**config.mk**
```make
export PLATFORM = sky130hd
export DESIGN_NAME = ftu_frame_timer
export DESIGN_NICKNAME = d
export VERILOG_FILES = /design/src/logic/ftu_pkg.sv /design/src/logic/ftu_frame_timer.sv /design/src/logic/ftu_event_gen.sv
export SDC_FILE = /design/constraint.sdc
export NUM_CORES = 1
export LEC_CHECK = 0
export ABC_AREA = 1
export CORE_AREA = 2 2 189 229
export CTS_BUF_LIST = sky130_fd_sc_hd__clkbuf_16
export DETAILED_ROUTE_END_ITERATION = 8
export DIE_AREA = 0 0 191 231
export DONT_BUFFER_PORTS = 1
export PLACE_DENSITY_LB_ADDON = 0.08
export SYNTH_ARGS = -nofsm -noshare
export SYNTH_HDL_FRONTEND = slang
export SYNTH_HIERARCHICAL = 1
export SYNTH_SLANG_ARGS = --single-unit
```
**constraint.sdc**
```tcl
create_clock -name sys_clk_i -period 6.55 [get_ports sys_clk_i]
set_input_delay 0.3275 -clock sys_clk_i [delete_from_list [all_inputs] [get_ports sys_clk_i]]
set_output_delay 0.3275 -clock sys_clk_i [all_outputs]
set_load 0.02 [all_outputs]
```
**src/logic/ftu_pkg.sv**
```systemverilog
// Summary of operation
// - link and radio timers count independently, concurrently
// - both timers run on processing clock
// - link sync source: rp1, pin, software, received
// - radio sync adds code four, link compare
// - link count equal compare value syncs radio
// - syncs accepted together or apart
// - link timer gives tx/rx window references
// - uplink, downlink radio copies offset by programmed amount
// - each radio timer gives symbol, frame strobes
// - events counter based, no mask patterns
// - event delayed by offset after boundary
// - modulo counter repeats event between boundaries
// - enable/disable changes take effect at boundary
// - three nested counts with programmable terminals
package ftu_pkg;
	localparam int CLK_W = 20;
	localparam int SYM_W = 8;
	localparam int FRM_W = 12;
	localparam int EVT_W = 20;
	localparam int NUM_EVT = 4;
	localparam int STB_W = 3;
	localparam logic [1:0] SYNC_RP1 = 2'h0;
	localparam logic [1:0] SYNC_PIN = 2'h1;
	localparam logic [1:0] SYNC_SW = 2'h2;
	localparam logic [1:0] SYNC_RXFB = 2'h3;
	localparam logic [2:0] RSYNC_CMP = 3'h4;
	localparam int CTL_LINK_LSB = 0;
	localparam int CTL_RAD_LSB = 2;
	localparam logic [31:0] CTL_RESET = 32'h0;
	localparam logic [STB_W-1:0] STB_RAD_SYM = 3'h0;
	localparam logic [STB_W-1:0] STB_RAD_FRM = 3'h1;
	localparam logic [STB_W-1:0] STB_UL_SYM = 3'h2;
	localparam logic [STB_W-1:0] STB_UL_FRM = 3'h3;
	localparam logic [STB_W-1:0] STB_DL_SYM = 3'h4;
	localparam logic [STB_W-1:0] STB_DL_FRM = 3'h5;
	typedef enum logic [1:0] {EV_IDLE, EV_WAIT, EV_RUN} ftu_evstate_type;
endpackage

```
**src/logic/ftu_frame_timer.sv**
```systemverilog
`timescale 1ns/10ps
`default_nettype none
module ftu_frame_timer (
	input wire logic sys_clk_i,
	input wire logic resetn_i,
	input wire logic [31:0] timer_control_one_i,
	input wire logic software_sync_trigger_i,
	input wire logic rp1_sync_i,
	input wire logic rx_frame_boundary_i,
	input wire logic link_sync_input_i,
	input wire logic radio_sync_input_i,
	input wire logic [ftu_pkg::CLK_W-1:0] clk_terminal_i,
	input wire logic [ftu_pkg::SYM_W-1:0] sym_terminal_i,
	input wire logic [ftu_pkg::FRM_W-1:0] frm_terminal_i,
	input wire logic [ftu_pkg::CLK_W-1:0] rclk_terminal_i,
	input wire logic [ftu_pkg::SYM_W-1:0] rsym_terminal_i,
	input wire logic [ftu_pkg::FRM_W-1:0] rfrm_terminal_i,
	input wire logic [ftu_pkg::CLK_W-1:0] radio_sync_compare_value_i,
	input wire logic [ftu_pkg::CLK_W-1:0] tx_delta_i,
	input wire logic [ftu_pkg::CLK_W-1:0] rx_win_min_i,
	input wire logic [ftu_pkg::CLK_W-1:0] rx_win_max_i,
	input wire logic [ftu_pkg::CLK_W-1:0] uplink_offset_i,
	input wire logic [ftu_pkg::CLK_W-1:0] downlink_offset_i,
	input wire logic [ftu_pkg::NUM_EVT-1:0] event_enable_i,
	input wire logic [ftu_pkg::NUM_EVT*ftu_pkg::STB_W-1:0] event_strobe_sel_i,
	input wire logic [ftu_pkg::NUM_EVT*ftu_pkg::EVT_W-1:0] event_offset_i,
	input wire logic [ftu_pkg::NUM_EVT*ftu_pkg::EVT_W-1:0] event_modulo_i,
	output logic [ftu_pkg::CLK_W-1:0] link_clk_count_o,
	output logic [ftu_pkg::FRM_W-1:0] link_frame_count_o,
	output logic [ftu_pkg::CLK_W-1:0] radio_clk_count_o,
	output logic link_frame_strobe_o,
	output logic radio_symbol_strobe_o,
	output logic radio_frame_strobe_o,
	output logic uplink_symbol_strobe_o,
	output logic uplink_frame_strobe_o,
	output logic downlink_symbol_strobe_o,
	output logic downlink_frame_strobe_o,
	output logic tx_launch_o,
	output logic rx_in_window_o,
	output logic [ftu_pkg::NUM_EVT-1:0] event_o
);
	import ftu_pkg::*;
	typedef struct packed {
		logic [1:0] lpin;
		logic [1:0] rpin;
		logic lpin_d;
		logic rpin_d;
		logic [CLK_W-1:0] lc;
		logic [SYM_W-1:0] ls;
		logic [FRM_W-1:0] lf;
		logic lfb;
		logic [CLK_W-1:0] rc;
		logic [SYM_W-1:0] rs;
		logic [FRM_W-1:0] rf;
		logic rsb;
		logic rfb;
		logic [CLK_W-1:0] uc;
		logic [SYM_W-1:0] us;
		logic usb;
		logic ufb;
		logic [CLK_W-1:0] dc;
		logic [SYM_W-1:0] ds;
		logic dsb;
		logic dfb;
		logic tx;
		logic rxw;
	} ftu_tm_type;
	ftu_tm_type r, next_r;
	logic link_sync, radio_sync, cmp_hit;
	logic [5:0] strobes;
	function automatic logic [CLK_W-1:0] wrap_add(input logic [CLK_W-1:0] a,
		input logic [CLK_W-1:0] b, input logic [CLK_W-1:0] term);
		logic [CLK_W:0] s;
		s = {1'b0, a} + {1'b0, b};
		if (s > {1'b0, term}) begin
			s = s - {1'b0, term} - {{CLK_W{1'b0}}, 1'b1};
		end
		return s[CLK_W-1:0];
	endfunction
	always_comb begin
		link_sync = 1'b0;
		case (timer_control_one_i[CTL_LINK_LSB +: 2])
			SYNC_RP1: link_sync = rp1_sync_i;
			SYNC_PIN: link_sync = r.lpin[1] & ~r.lpin_d;
			SYNC_SW: link_sync = software_sync_trigger_i;
			SYNC_RXFB: link_sync = rx_frame_boundary_i;
			default: link_sync = 1'b0;
		endcase
	end
	assign cmp_hit = (r.lc == radio_sync_compare_value_i);
	always_comb begin
		radio_sync = 1'b0;
		case (timer_control_one_i[CTL_RAD_LSB +: 3])
			{1'b0, SYNC_RP1}: radio_sync = rp1_sync_i;
			{1'b0, SYNC_PIN}: radio_sync = r.rpin[1] & ~r.rpin_d;
			{1'b0, SYNC_SW}: radio_sync = software_sync_trigger_i;
			{1'b0, SYNC_RXFB}: radio_sync = rx_frame_boundary_i;
			RSYNC_CMP: radio_sync = cmp_hit;
			default: radio_sync = 1'b0;
		endcase
	end
	always_comb begin
		logic [CLK_W-1:0] ucn, dcn;
		next_r = r;
		ucn = '0;
		dcn = '0;
		next_r.lpin = {r.lpin[0], link_sync_input_i};
		next_r.rpin = {r.rpin[0], radio_sync_input_i};
		next_r.lpin_d = r.lpin[1];
		next_r.rpin_d = r.rpin[1];
		// link timer, independent of radio timer
		next_r.lfb = 1'b0;
		next_r.lc = r.lc + 1'b1;
		if (r.lc == clk_terminal_i) begin
			next_r.lc = '0;
			next_r.ls = r.ls + 1'b1;
			if (r.ls == sym_terminal_i) begin
				next_r.ls = '0;
				next_r.lfb = 1'b1;
				next_r.lf = (r.lf == frm_terminal_i) ? '0 : r.lf + 1'b1;
			end
		end
		if (link_sync) begin
			next_r.lc = '0;
			next_r.ls = '0;
			next_r.lf = '0;
			next_r.lfb = 1'b1;
		end
		// radio timer
		next_r.rsb = 1'b0;
		next_r.rfb = 1'b0;
		next_r.rc = r.rc + 1'b1;
		if (r.rc == rclk_terminal_i) begin
			next_r.rc = '0;
			next_r.rsb = 1'b1;
			next_r.rs = r.rs + 1'b1;
			if (r.rs == rsym_terminal_i) begin
				next_r.rs = '0;
				next_r.rfb = 1'b1;
				next_r.rf = (r.rf == rfrm_terminal_i) ? '0 : r.rf + 1'b1;
			end
		end
		if (radio_sync) begin
			next_r.rc = '0;
			next_r.rs = '0;
			next_r.rf = '0;
			next_r.rsb = 1'b1;
			next_r.rfb = 1'b1;
		end
		// uplink and downlink copies
		ucn = wrap_add(next_r.rc, uplink_offset_i, rclk_terminal_i);
		dcn = wrap_add(next_r.rc, downlink_offset_i, rclk_terminal_i);
		next_r.uc = ucn;
		next_r.dc = dcn;
		next_r.usb = (ucn == '0);
		next_r.dsb = (dcn == '0);
		next_r.us = (ucn == '0) ? ((r.us == rsym_terminal_i) ? '0 : r.us + 1'b1) : r.us;
		next_r.ds = (dcn == '0) ? ((r.ds == rsym_terminal_i) ? '0 : r.ds + 1'b1) : r.ds;
		next_r.ufb = (ucn == '0) && (r.us == rsym_terminal_i);
		next_r.dfb = (dcn == '0) && (r.ds == rsym_terminal_i);
		// link timer references
		next_r.tx = (next_r.lc == tx_delta_i);
		next_r.rxw = (next_r.lc >= rx_win_min_i) && (next_r.lc <= rx_win_max_i);
	end
	always_ff @(posedge sys_clk_i or negedge resetn_i) begin
		if (!resetn_i) begin
			r <= '0;
		end else begin
			r <= next_r;
		end
	end
	assign strobes = {r.dfb, r.dsb, r.ufb, r.usb, r.rfb, r.rsb};
	for (genvar i = 0; i < NUM_EVT; i++) begin : g_evt
		logic [STB_W-1:0] sel;
		assign sel = event_strobe_sel_i[i*STB_W +: STB_W];
		ftu_event_gen u_evt (
			.sys_clk_i(sys_clk_i),
			.resetn_i(resetn_i),
			.enable_i(event_enable_i[i]),
			.boundary_i((sel <= STB_DL_FRM) ? strobes[sel] : 1'b0),
			.offset_i(event_offset_i[i*EVT_W +: EVT_W]),
			.modulo_i(event_modulo_i[i*EVT_W +: EVT_W]),
			.event_o(event_o[i])
		);
	end
	assign link_clk_count_o = r.lc;
	assign link_frame_count_o = r.lf;
	assign radio_clk_count_o = r.rc;
	assign link_frame_strobe_o = r.lfb;
	assign radio_symbol_strobe_o = r.rsb;
	assign radio_frame_strobe_o = r.rfb;
	assign uplink_symbol_strobe_o = r.usb;
	assign uplink_frame_strobe_o = r.ufb;
	assign downlink_symbol_strobe_o = r.dsb;
	assign downlink_frame_strobe_o = r.dfb;
	assign tx_launch_o = r.tx;
	assign rx_in_window_o = r.rxw;
	a_link_sync_zero: assert property (@(posedge sys_clk_i) disable iff (!resetn_i)
		link_sync |=> (link_clk_count_o == '0 && link_frame_strobe_o)) else $error("link sync");
	a_radio_sync_zero: assert property (@(posedge sys_clk_i) disable iff (!resetn_i)
		radio_sync |=> (radio_clk_count_o == '0 && radio_frame_strobe_o)) else $error("radio sync");
	a_compare_sync: assert property (@(posedge sys_clk_i) disable iff (!resetn_i)
		(timer_control_one_i[CTL_RAD_LSB +: 3] == RSYNC_CMP && cmp_hit) |=> radio_clk_count_o == '0)
		else $error("compare sync");
	a_link_counts: assert property (@(posedge sys_clk_i) disable iff (!resetn_i)
		(!link_sync && r.lc != clk_terminal_i) |=> link_clk_count_o == $past(r.lc) + 1'b1)
		else $error("link count");
	a_link_keeps_radio: assert property (@(posedge sys_clk_i) disable iff (!resetn_i)
		(link_sync && !radio_sync && r.rc != rclk_terminal_i) |=> r.rs == $past(r.rs))
		else $error("link sync moved radio count");
	a_copy_offsets: assert property (@(posedge sys_clk_i) disable iff (!resetn_i)
		(radio_sync && uplink_offset_i <= rclk_terminal_i && downlink_offset_i <= rclk_terminal_i)
		|=> (r.uc == $past(uplink_offset_i) && r.dc == $past(downlink_offset_i)))
		else $error("copy offset");
	a_frame_has_sym: assert property (@(posedge sys_clk_i) disable iff (!resetn_i)
		radio_frame_strobe_o |-> radio_symbol_strobe_o) else $error("frame without symbol");
	a_tx_launch: assert property (@(posedge sys_clk_i) disable iff (!resetn_i)
		tx_launch_o |-> link_clk_count_o == tx_delta_i) else $error("tx launch");
	c_link_sync: cover property (@(posedge sys_clk_i) link_sync);
	c_radio_cmp: cover property (@(posedge sys_clk_i) timer_control_one_i[4:2] == RSYNC_CMP && cmp_hit);
	c_ul_frame: cover property (@(posedge sys_clk_i) uplink_frame_strobe_o);
endmodule
`default_nettype wire

```
**src/logic/ftu_event_gen.sv**
```systemverilog
`timescale 1ns/10ps
`default_nettype none
module ftu_event_gen (
	input wire logic sys_clk_i,
	input wire logic resetn_i,
	input wire logic enable_i,
	input wire logic boundary_i,
	input wire logic [ftu_pkg::EVT_W-1:0] offset_i,
	input wire logic [ftu_pkg::EVT_W-1:0] modulo_i,
	output logic event_o
);
	import ftu_pkg::*;
	typedef struct packed {
		ftu_evstate_type st;
		logic [EVT_W-1:0] cnt;
		logic ev;
	} ftu_eg_type;
	ftu_eg_type r, next_r;
	always_comb begin
		next_r = r;
		next_r.ev = 1'b0;
		case (r.st)
			EV_IDLE: begin
				if (boundary_i && enable_i) begin
					next_r.st = EV_WAIT;
					next_r.cnt = '0;
					next_r.ev = (offset_i == '0);
					if (offset_i == '0) begin
						next_r.st = EV_RUN;
					end
				end
			end
			EV_WAIT: begin
				next_r.cnt = r.cnt + 1'b1;
				if (r.cnt + 1'b1 == offset_i) begin
					next_r.st = EV_RUN;
					next_r.cnt = '0;
					next_r.ev = 1'b1;
				end
			end
			EV_RUN: begin
				next_r.cnt = r.cnt + 1'b1;
				if (r.cnt == modulo_i) begin
					next_r.cnt = '0;
					next_r.ev = 1'b1;
				end
			end
			default: next_r.st = EV_IDLE;
		endcase
		if (boundary_i && r.st != EV_IDLE) begin
			next_r.cnt = '0;
			next_r.st = enable_i ? ((offset_i == '0) ? EV_RUN : EV_WAIT) : EV_IDLE;
			next_r.ev = enable_i && (offset_i == '0);
		end
	end
	always_ff @(posedge sys_clk_i or negedge resetn_i) begin
		if (!resetn_i) begin
			r <= '{st: EV_IDLE, cnt: '0, ev: 1'b0};
		end else begin
			r <= next_r;
		end
	end
	assign event_o = r.ev;
	a_disabled_quiet: assert property (@(posedge sys_clk_i) disable iff (!resetn_i)
		(boundary_i && !enable_i) |=> !event_o) else $error("event after disable");
	a_offset_zero: assert property (@(posedge sys_clk_i) disable iff (!resetn_i)
		(boundary_i && enable_i && offset_i == '0) |=> event_o) else $error("no event");
	c_event: cover property (@(posedge sys_clk_i) event_o ##1 !event_o [*2] ##1 event_o);
endmodule
`default_nettype wire

```
# After elaboration in Yosys (flattened, before gate mapping)
# Cells that the tools add are included.
[op_classes] addsub=18 n_lt_le_gt_ge=12 eq_ne=45 muxes=59 n_bitwise=4 reduce_logical=49
[ops] op="$mux 23" count=12
[ops] op="$pmux 21 s3" count=4
[ops] op="$eq 20x20->1" count=12
[ops] op="$add 20x1->20 const B" count=6
[ops] op="$logic_not 20->1" count=6
[ops] op="$mux 21" count=5
[ops] op="$mux 42" count=2
[ops] op="$mux 41" count=2
[ops] op="$mux 20" count=3
[ops] op="$add 20x20->21" count=2
[ops] op="$gt 21x20->1" count=2
[ops] op="$sub 20x1->20 const B" count=2
[ops] op="$sub 20x20->20" count=2
[ops] op="$add 8x1->8 const B" count=4
[ops] op="$eq 8x8->1" count=4
[ops] op="$add 12x1->12 const B" count=2
[ops] op="$eq 12x12->1" count=2
[ops] op="$mux 12" count=2
[ops] op="$ne 3x1->1 const B" count=8
[ops] op="$pmux 2 s3" count=4
[ops] op="$ge 20x20->1" count=1
[ops] op="$le 20x20->1" count=1
[ops] op="$lt 3x4->1 const B" count=4
[ops] op="$mux 2" count=8
[ops] op="other kinds (21)" count=87
[totals] register_bits=203 input_bits=415 output_inout_bits=65 wordCells=220

# Logic depth before layout (Yosys ltp)
# Gate-level depths: netlist (run 1).
[logic_depth] word_depth=11 mapped_depth=44

# Modules after synthesis
# Netlist (run 1), hierarchy kept.
[modules_own_cells] mod="ftu_frame_timer" n_inst=1 cells_each=2065 area_per_inst_um2=13108.8
[modules_own_cells] mod="ftu_event_gen" n_inst=4 cells_each=523 area_per_inst_um2=2940.3

# Worst setup path after synthesis (run 1)
# OpenSTA, ideal clock, no wires.
[synth_path] kind="flip-flop to flip-flop" start="register r (netlist bit link_clk_count_o[7])" end="register r[36] (netlist name)" arrival_time_ps=4643 setup_slack_ps=1789 path_stages_with_launch=34 n_path_buf=2 period_less_slack_ps=4761 cell_sequence="dfrtp_1 > clkbuf_2 > xor2_1 > a221oi_1 > nand4_1 > nor3_1 > nand3_1 > nand2_1 > inv_1 > nand2_1 > buf_2 > nor2_1 > ha_1 > inv_1 > fa_1 > inv_1 > nand3_1 > nand2_1 > nand2_1 > nand2_1 > nand3_1 > nand2_1 > a31oi_1 > xor2_1 > inv_1 > ha_1 > nand4_1 > or4_1 > a21oi_2 > inv_1 > nand3_2 > nand2_4 > nand2_1 > nand2_1"
[synth_lines] element="start, declared" line="ftu_frame_timer.sv:68" source="ftu_tm_type r, next_r;"
[synth_lines] element="start signal, assigned" line="ftu_frame_timer.sv:169" source="r <= next_r;"

==> out/results.ini, run 1 <==
[die]
die_w_um = 191
initial_utilization_pct = 59.13
rows = 83
die_h_um = 231
coreArea_um2 = 42060
io_pins = 480
die-area_um2 = 44120

[routing]
drt-total-wl_mm = 76.50
vias_per_cell = 5.520
dr.pass1.iters = 6
drtIter0Drc = 1808
routedWlPerCell_um = 16.47
drtAntennaViolNets = 0
vias = 25640
route.detailed.drc = 0

[critical_path]
path_class = register to register
max_stage_delay_ns = 0.55
critPathRequiredTime_ns = 6.90
start_kind = register
arrival_ns = 6.39
path_common_cell = nand2_1
slowest_stage = dfrtp_1
path_max_fanout = 20
critPathCaptureType = register

[min_path]
min_path_type = primary input to register

[pwr]
cellLeakagePower_nw = 13.87
power_mw = 4.553
powerDensity_nw_per_um2 = 177.8
peakVddDrop_mv = 0.2153

[timing]
slew_viol_final = 0
setup_viol = 0
layout_min_cycle_time_ns = 6.034
hold_viol_final = 0
relSlewSlack_pct = 26.24
setup_slack_ns = 0.5161
clock.fmax_mhz = 165.7
rsz0062_at_grt = false
period_share_pct = 92.12
tightest_slew_ns = 1.106
setup-tns-final_ns = 0
skew_ns = 0.01702

[synthesis]
synthTopCellsByCount = 1449 x nand2_1, 582 x inv_1, 411 x nand3_1
ys_seq_area_share_pct = 19.22
synthesis.nets = 4709
synth_edf_count = 0
yosys_warnings = 6
synth_area_leaders = nand2_1 22%, dfrtp_1 19%, inv_1 8.8%
yosysUniqueCellTypes = 64
netlist_area_um2 = 24870
syn_inst = 4157
ys.flop_type = dfrtp_1
synth_top_area_share_pct = 21.87
yosysMostFrequentCell = nand2_1
synth_largest_area_cell = nand2_1
async_reset_ff_share_pct = 100.0
ys_ff_latch = 191
syn_area_per_cell_um2 = 5.983

[placed_design]
detailed_place_hpwl_mm = 62.15
port_buffers = 0
placedInstanceArea_um2 = 24980
post-place-ws_ns = 0.5432
place_congestion = 0.9876

[run]
maxCapViolCount = 0

[cts]
cts_buffer_depth = 2
cts_tree = done
cts_buffers = 17
cts.clk_slew.worst_paths_ns = 0.08
h-tree-depth = 4
clkSinkCount = 191
worstSkewPairLatency_ns = 0.47
postCtsSetupBuffers = 0
cts_root_buf = clkbuf_16

[final_layout]
design_area_um2 = 25610
utilization_pct = 60.89
finalNetCount = 4631
drive_gt1_share_pct = 7.502
synthToLayoutAreaGrowth_pct = 2.968
diodes = 0

[global_routing]
antenna_found_initial = 3
grt_pass1_vias = 23900
overflow = 0
grt_max_degree = 192
grt_usage_pct = 34.51
grt_pass1_wl_mm = 121.6

[status]
status = complete, no violations

[state kept, by name, indices dropped and copies added (netlist names)]
register and cells:
tx_launch_o 1, downlink_symbol_strobe_o 1, uplink_symbol_strobe_o 1, link_clk_count_o 20, radio_symbol_strobe_o 1, next_r 4
link_frame_count_o 12, radio_frame_strobe_o 1, downlink_frame_strobe_o 1, uplink_frame_strobe_o 1, rx_in_window_o 1, g_evt.u_evt/event_o 4
link_frame_strobe_o 1, radio_clk_count_o 20, r 34, g_evt.u_evt/r 88
[through the flow]
stage / cells / hold slack (ns)
after floorplan: 4157 / 0.03191
after global placement: 4606 / 0.03494
after detailed placement: 4606 / 0.03467
after CTS: 4643 / 0.0007373
after global routing: 4644 / 0.02352
final: 4644 / 0.02815
[layout by cell type, fill, tap and decap left out, types with 16 or more instances in the layout]
cell,instances
a21oi_1,100
buf_4,21
clkbuf_16,17
dfrtp_1,190
ha_1,133
inv_1,584
inv_2,18
nand2_1,1449
nand2_2,28
nand3_1,411
nand3_2,94
nand3b_1,28
nand4_1,102
nor2_1,356
nor2_2,22
nor2_4,17
nor3_1,61
nor4_1,19
o21ai_0,65
o21bai_1,16
o22ai_1,19
or2_2,48
xnor2_1,75
xor2_1,99
[kinds of logic after synthesis]
logic type / count (synthesis) / synth area share, %
flip-flops: 191 / 19.22
XOR/XNOR: 174 / 6.128
adder cells (fa/ha/maj): 137 / 7.013
AO/OA/AOI/OAI: 262 / 6.173
buffers and inverters: 724 / 12.30
AND/OR/NAND/NOR: 2669 / 49.17
[per-layer routing]
layer / up-vias / part of all wire [%] / routed length (µm) / GRT usage [%]
met4: 6 / 4.7 / 3560 / 16.11
met1: 11560 / 40 / 30490 / 40.57
met5: - / 0.060 / 46 / 0
met3: 174 / 7.6 / 5801 / 7.586
met2: 854 / 48 / 36610 / 59.39
li1: 13050 / - / - / -
[path summary, 6_finish.rpt]
check / start / slack (ns) / depth (start not counted) / to
setup / recovery: link_clk_count_o[3] / 0.52 / 32 / r[37]
hold / removal: event_enable_i[2] / 0.03 / 2 / g_evt[2].u_evt/r[21]
setup reg to reg: link_clk_count_o[3] / 0.52 / 32 / r[37]
hold reg to reg: next_r[148] / 0.36 / 0 / next_r[145]
max in group asynchronous: resetn_i / 5.06 / 2 / radio_clk_count_o[0]
min in group asynchronous: resetn_i / 0.52 / 2 / g_evt[2].u_evt/r[6]
[power by group]
group,internal (mW),switching (mW),total (mW)
Combinational,0.708,1.40,2.11
Sequential,1.25,0.156,1.41
Clock,0.521,0.515,1.04
Total,2.48,2.07,4.55
[what timing repair did]
action                     in CTS  in global routing
hold endpoints to repair      195                  2
setup endpoints to repair       0                  8
gates resized for setup         0                  2
hold buffers                    5                  1
[critical path: cells and delay by family (launching register included)]
kind | cells | cell delay (ns)
buffers and inverters | 6 | 0.77
AOI/OAI and AO/OA | 4 | 0.71
adders and majority gates | 2 | 0.73
xor gates and xnor gates | 1 | 0.23
and+or+nand+nor | 19 | 2.90
DFF | 1 | 0.55
[area by class of cell]
| type | count | area [µm²] |
|---|---|---|
| Multi-Input combinational cell | 3242 | 17110 |
| Sequential cell | 191 | 4781 |
| Inverter | 600 | 2252 |
| Clock inverter | 15 | 118.9 |
| Tap cell | 552 | 690.7 |
| Fill cell | 4309 | 16450 |
| Timing Repair Buffer | 27 | 235.2 |
| Clock buffer | 17 | 425.4 |
Power figures use the tool's default switching activity.
==> run 2: changes to the inputs <==
--- a/config.mk
+++ b/config.mk
@@ -12,6 +12,7 @@
 export DIE_AREA = 0 0 191 231
 export DONT_BUFFER_PORTS = 1
 export PLACE_DENSITY_LB_ADDON = 0.08
+export SKIP_LAST_GASP = 1
 export SYNTH_ARGS = -nofsm -noshare
 export SYNTH_HDL_FRONTEND = slang
 export SYNTH_HIERARCHICAL = 1
==> constraint.sdc (replaced) <==
create_clock -name sys_clk_i -period 7.41 [get_ports sys_clk_i]
set_input_delay 0.3705 -clock sys_clk_i [delete_from_list [all_inputs] [get_ports sys_clk_i]]
set_output_delay 0.3705 -clock sys_clk_i [all_outputs]
set_load 0.02 [all_outputs]
==> run 2 against run 1 <==
Net effect: the run now ends with hold timing left; sequential cell count stayed put; design area is 0.36% lower; via count is 0.61% lower; non-clock buffer count is 15 lower; clock power is 6% lower; die area stayed put; utilization is 0.22 points lower; critical path type unchanged; final cell count is 0.34% lower; maximum frequency is 3.0% lower; clock skew is 0.0018 ns lower; sequential share of layout area is 0.062 points higher; largest power group unchanged.
==> out/results.ini, run 2 (synthesized netlist as in run 1, its figures left out) <==
[cts]
clkSinkCount = 191
h-tree-depth = 4
cts_tree = done
cts_buffers = 17
cts_buffer_depth = 2
cts_root_buf = clkbuf_16
worstSkewPairLatency_ns = 0.48
postCtsSetupBuffers = 0
cts.clk_slew.worst_paths_ns = 0.08
cts-resized-gates = 0

[timing]
relSlewSlack_pct = 25.25
clock.fmax_mhz = 160.7
rsz0062_at_grt = false
hold_viol_final = 16
slew_viol_final = 0
layout_min_cycle_time_ns = 6.222
tightest_slew_ns = 1.121
finalHoldWorstSlack_ns = -0.1492
setup-tns-final_ns = 0
skew_ns = 0.01519
setup_viol = 0
period_share_pct = 83.97

[die]
io_pins = 480
coreArea_um2 = 42060
rows = 83
die_h_um = 231
die_w_um = 191
die-area_um2 = 44120
initial_utilization_pct = 59.13

[critical_path]
r2r_start = link_clk_count_o[3]
rr_endpoint = r[36]
cp-startpoint = link_clk_count_o[3]
critPathCaptureType = register
path_common_cell = nand2_1
arrival_ns = 6.59
start_kind = register
critPathRequiredTime_ns = 7.78
rrSetupSlack_ns = 1.19
worstRegToRegCells = 32
path_class = register to register
crit_path_end = r[36]
path_max_fanout = 10
max_stage_delay_ns = 0.56
slowest_stage = dfrtp_1

[routing]
route.detailed.drc = 0
vias = 25480
vias_per_cell = 5.505
routedWlPerCell_um = 16.42
drt-total-wl_mm = 75.98
drtAntennaViolNets = 0
drtIter0Drc = 1696
dr.pass1.iters = 5

[global_routing]
grt_pass1_wl_mm = 120.8
grt_max_degree = 192
grt_usage_pct = 34.31
antenna_found_initial = 2
grt_pass1_vias = 23590
overflow = 0

[pwr]
power_mw = 4.075
cellLeakagePower_nw = 13.80
powerDensity_nw_per_um2 = 159.7
peakVddDrop_mv = 0.2030

[final_layout]
fillCellCount = 4361
largest_reg_flops = 88
synthToLayoutAreaGrowth_pct = 2.601
diodes = 0
most-common-layout-cells = 1449 x nand2_1, 582 x inv_1, 411 x nand3_1
largestRegisters = g_evt.u_evt/r: 88 flops, r: 34 flops
regMostFlops = g_evt.u_evt/r
finalNetCount = 4616
drive_gt1_share_pct = 7.262
final_common_cell = nand2_1
design_area_um2 = 25520

[min_path]
min_path_type = primary input to async pin

[status]
violations = hold timing
status = finished with violations

[placed_design]
detailed_place_hpwl_mm = 61.72
place_congestion = 0.9651
port_buffers = 0
placedInstanceArea_um2 = 24890

[run]
maxCapViolCount = 0

[run 2: cell types whose count changed in the layout (fill, tap and decap cells not counted), moves of 2 or more]
cell           change
inv_6              +3
clkinv_4           -3
buf_4             -12
inv_1              -2
clkinv_1           -2
dlygate4sd3_1      -3
clkinvlp_4         +2
[run 2: stage by stage]
stage	cells	worst slack [ns]	utilization (%)
6_report	4628	1.188	60.67
5_1_grt	4628	0.6816	60.67
3_3_place_gp	4594	1.402	59.18
3_5_place_dp	4594	1.220	59.18
2_1_floorplan	4157	2.649	-
4_1_cts	4628	1.193	60.67
[run 2: worst min-delay path by stage]
stage | slack [ns] | endpoint | cells after the start | from
floorplan | 0.07 | downlink_frame_strobe_o | 0 | resetn_i
global placement | 0.08 | g_evt[2].u_evt/r[9] | 0 | resetn_i
detailed placement | 0.08 | g_evt[2].u_evt/r[9] | 0 | resetn_i
CTS | 0.01 | g_evt[2].u_evt/r[5] | 1 | resetn_i
global route | 0.04 | g_evt[0].u_evt/r[21] | 2 | event_enable_i[0]
finish | -0.15 | g_evt[2].u_evt/r[7] | 1 | resetn_i
[run 2: area by class of cell]
type / instances / area, µm² / area share (%)
multi-input cells: 3242 / 17100 / 67.01
flip-flops and latches: 191 / 4780 / 18.73
inverters: 600 / 2252 / 8.826
well taps: 552 / 690.7 / 2.707
clock buffers: 17 / 425.4 / 1.667
clock inverters: 14 / 155.1 / 0.6080
repair buffers: 12 / 115.1 / 0.4511
[run 2: what timing repair did]
item,4_1_cts,5_1_grt
hold buffers,3,0
setup endpoints to repair,0,0
hold endpoints to repair,193,0
[run 2: power breakdown]
group / internal, mW / switching, mW
sequential: 1.11 / 0.143
combinational: 0.621 / 1.23
clock: 0.502 / 0.475
total: 2.23 / 1.85
[run 2: routing by layer]
| metal | track usage [%] | wire, µm | up-vias |
|---|---|---|---|
| met5 | 0 | 27 | - |
| met4 | 13.93 | 2965 | 4 |
| met3 | 7.784 | 5865 | 152 |
| met2 | 60.14 | 36730 | 807 |
| met1 | 40.07 | 30390 | 11490 |
| li1 | - | - | 13020 |
[run 2: critical path: cells and delay by family, from the launching register on]
kind / cells / cell delay, ns
AOI/OAI and AO/OA: 6 / 1.02
xor gates and xnor gates: 1 / 0.33
adders and majority gates: 2 / 0.73
buffers and inverters: 5 / 0.69
DFF: 1 / 0.56
and+or+nand+nor: 18 / 2.76
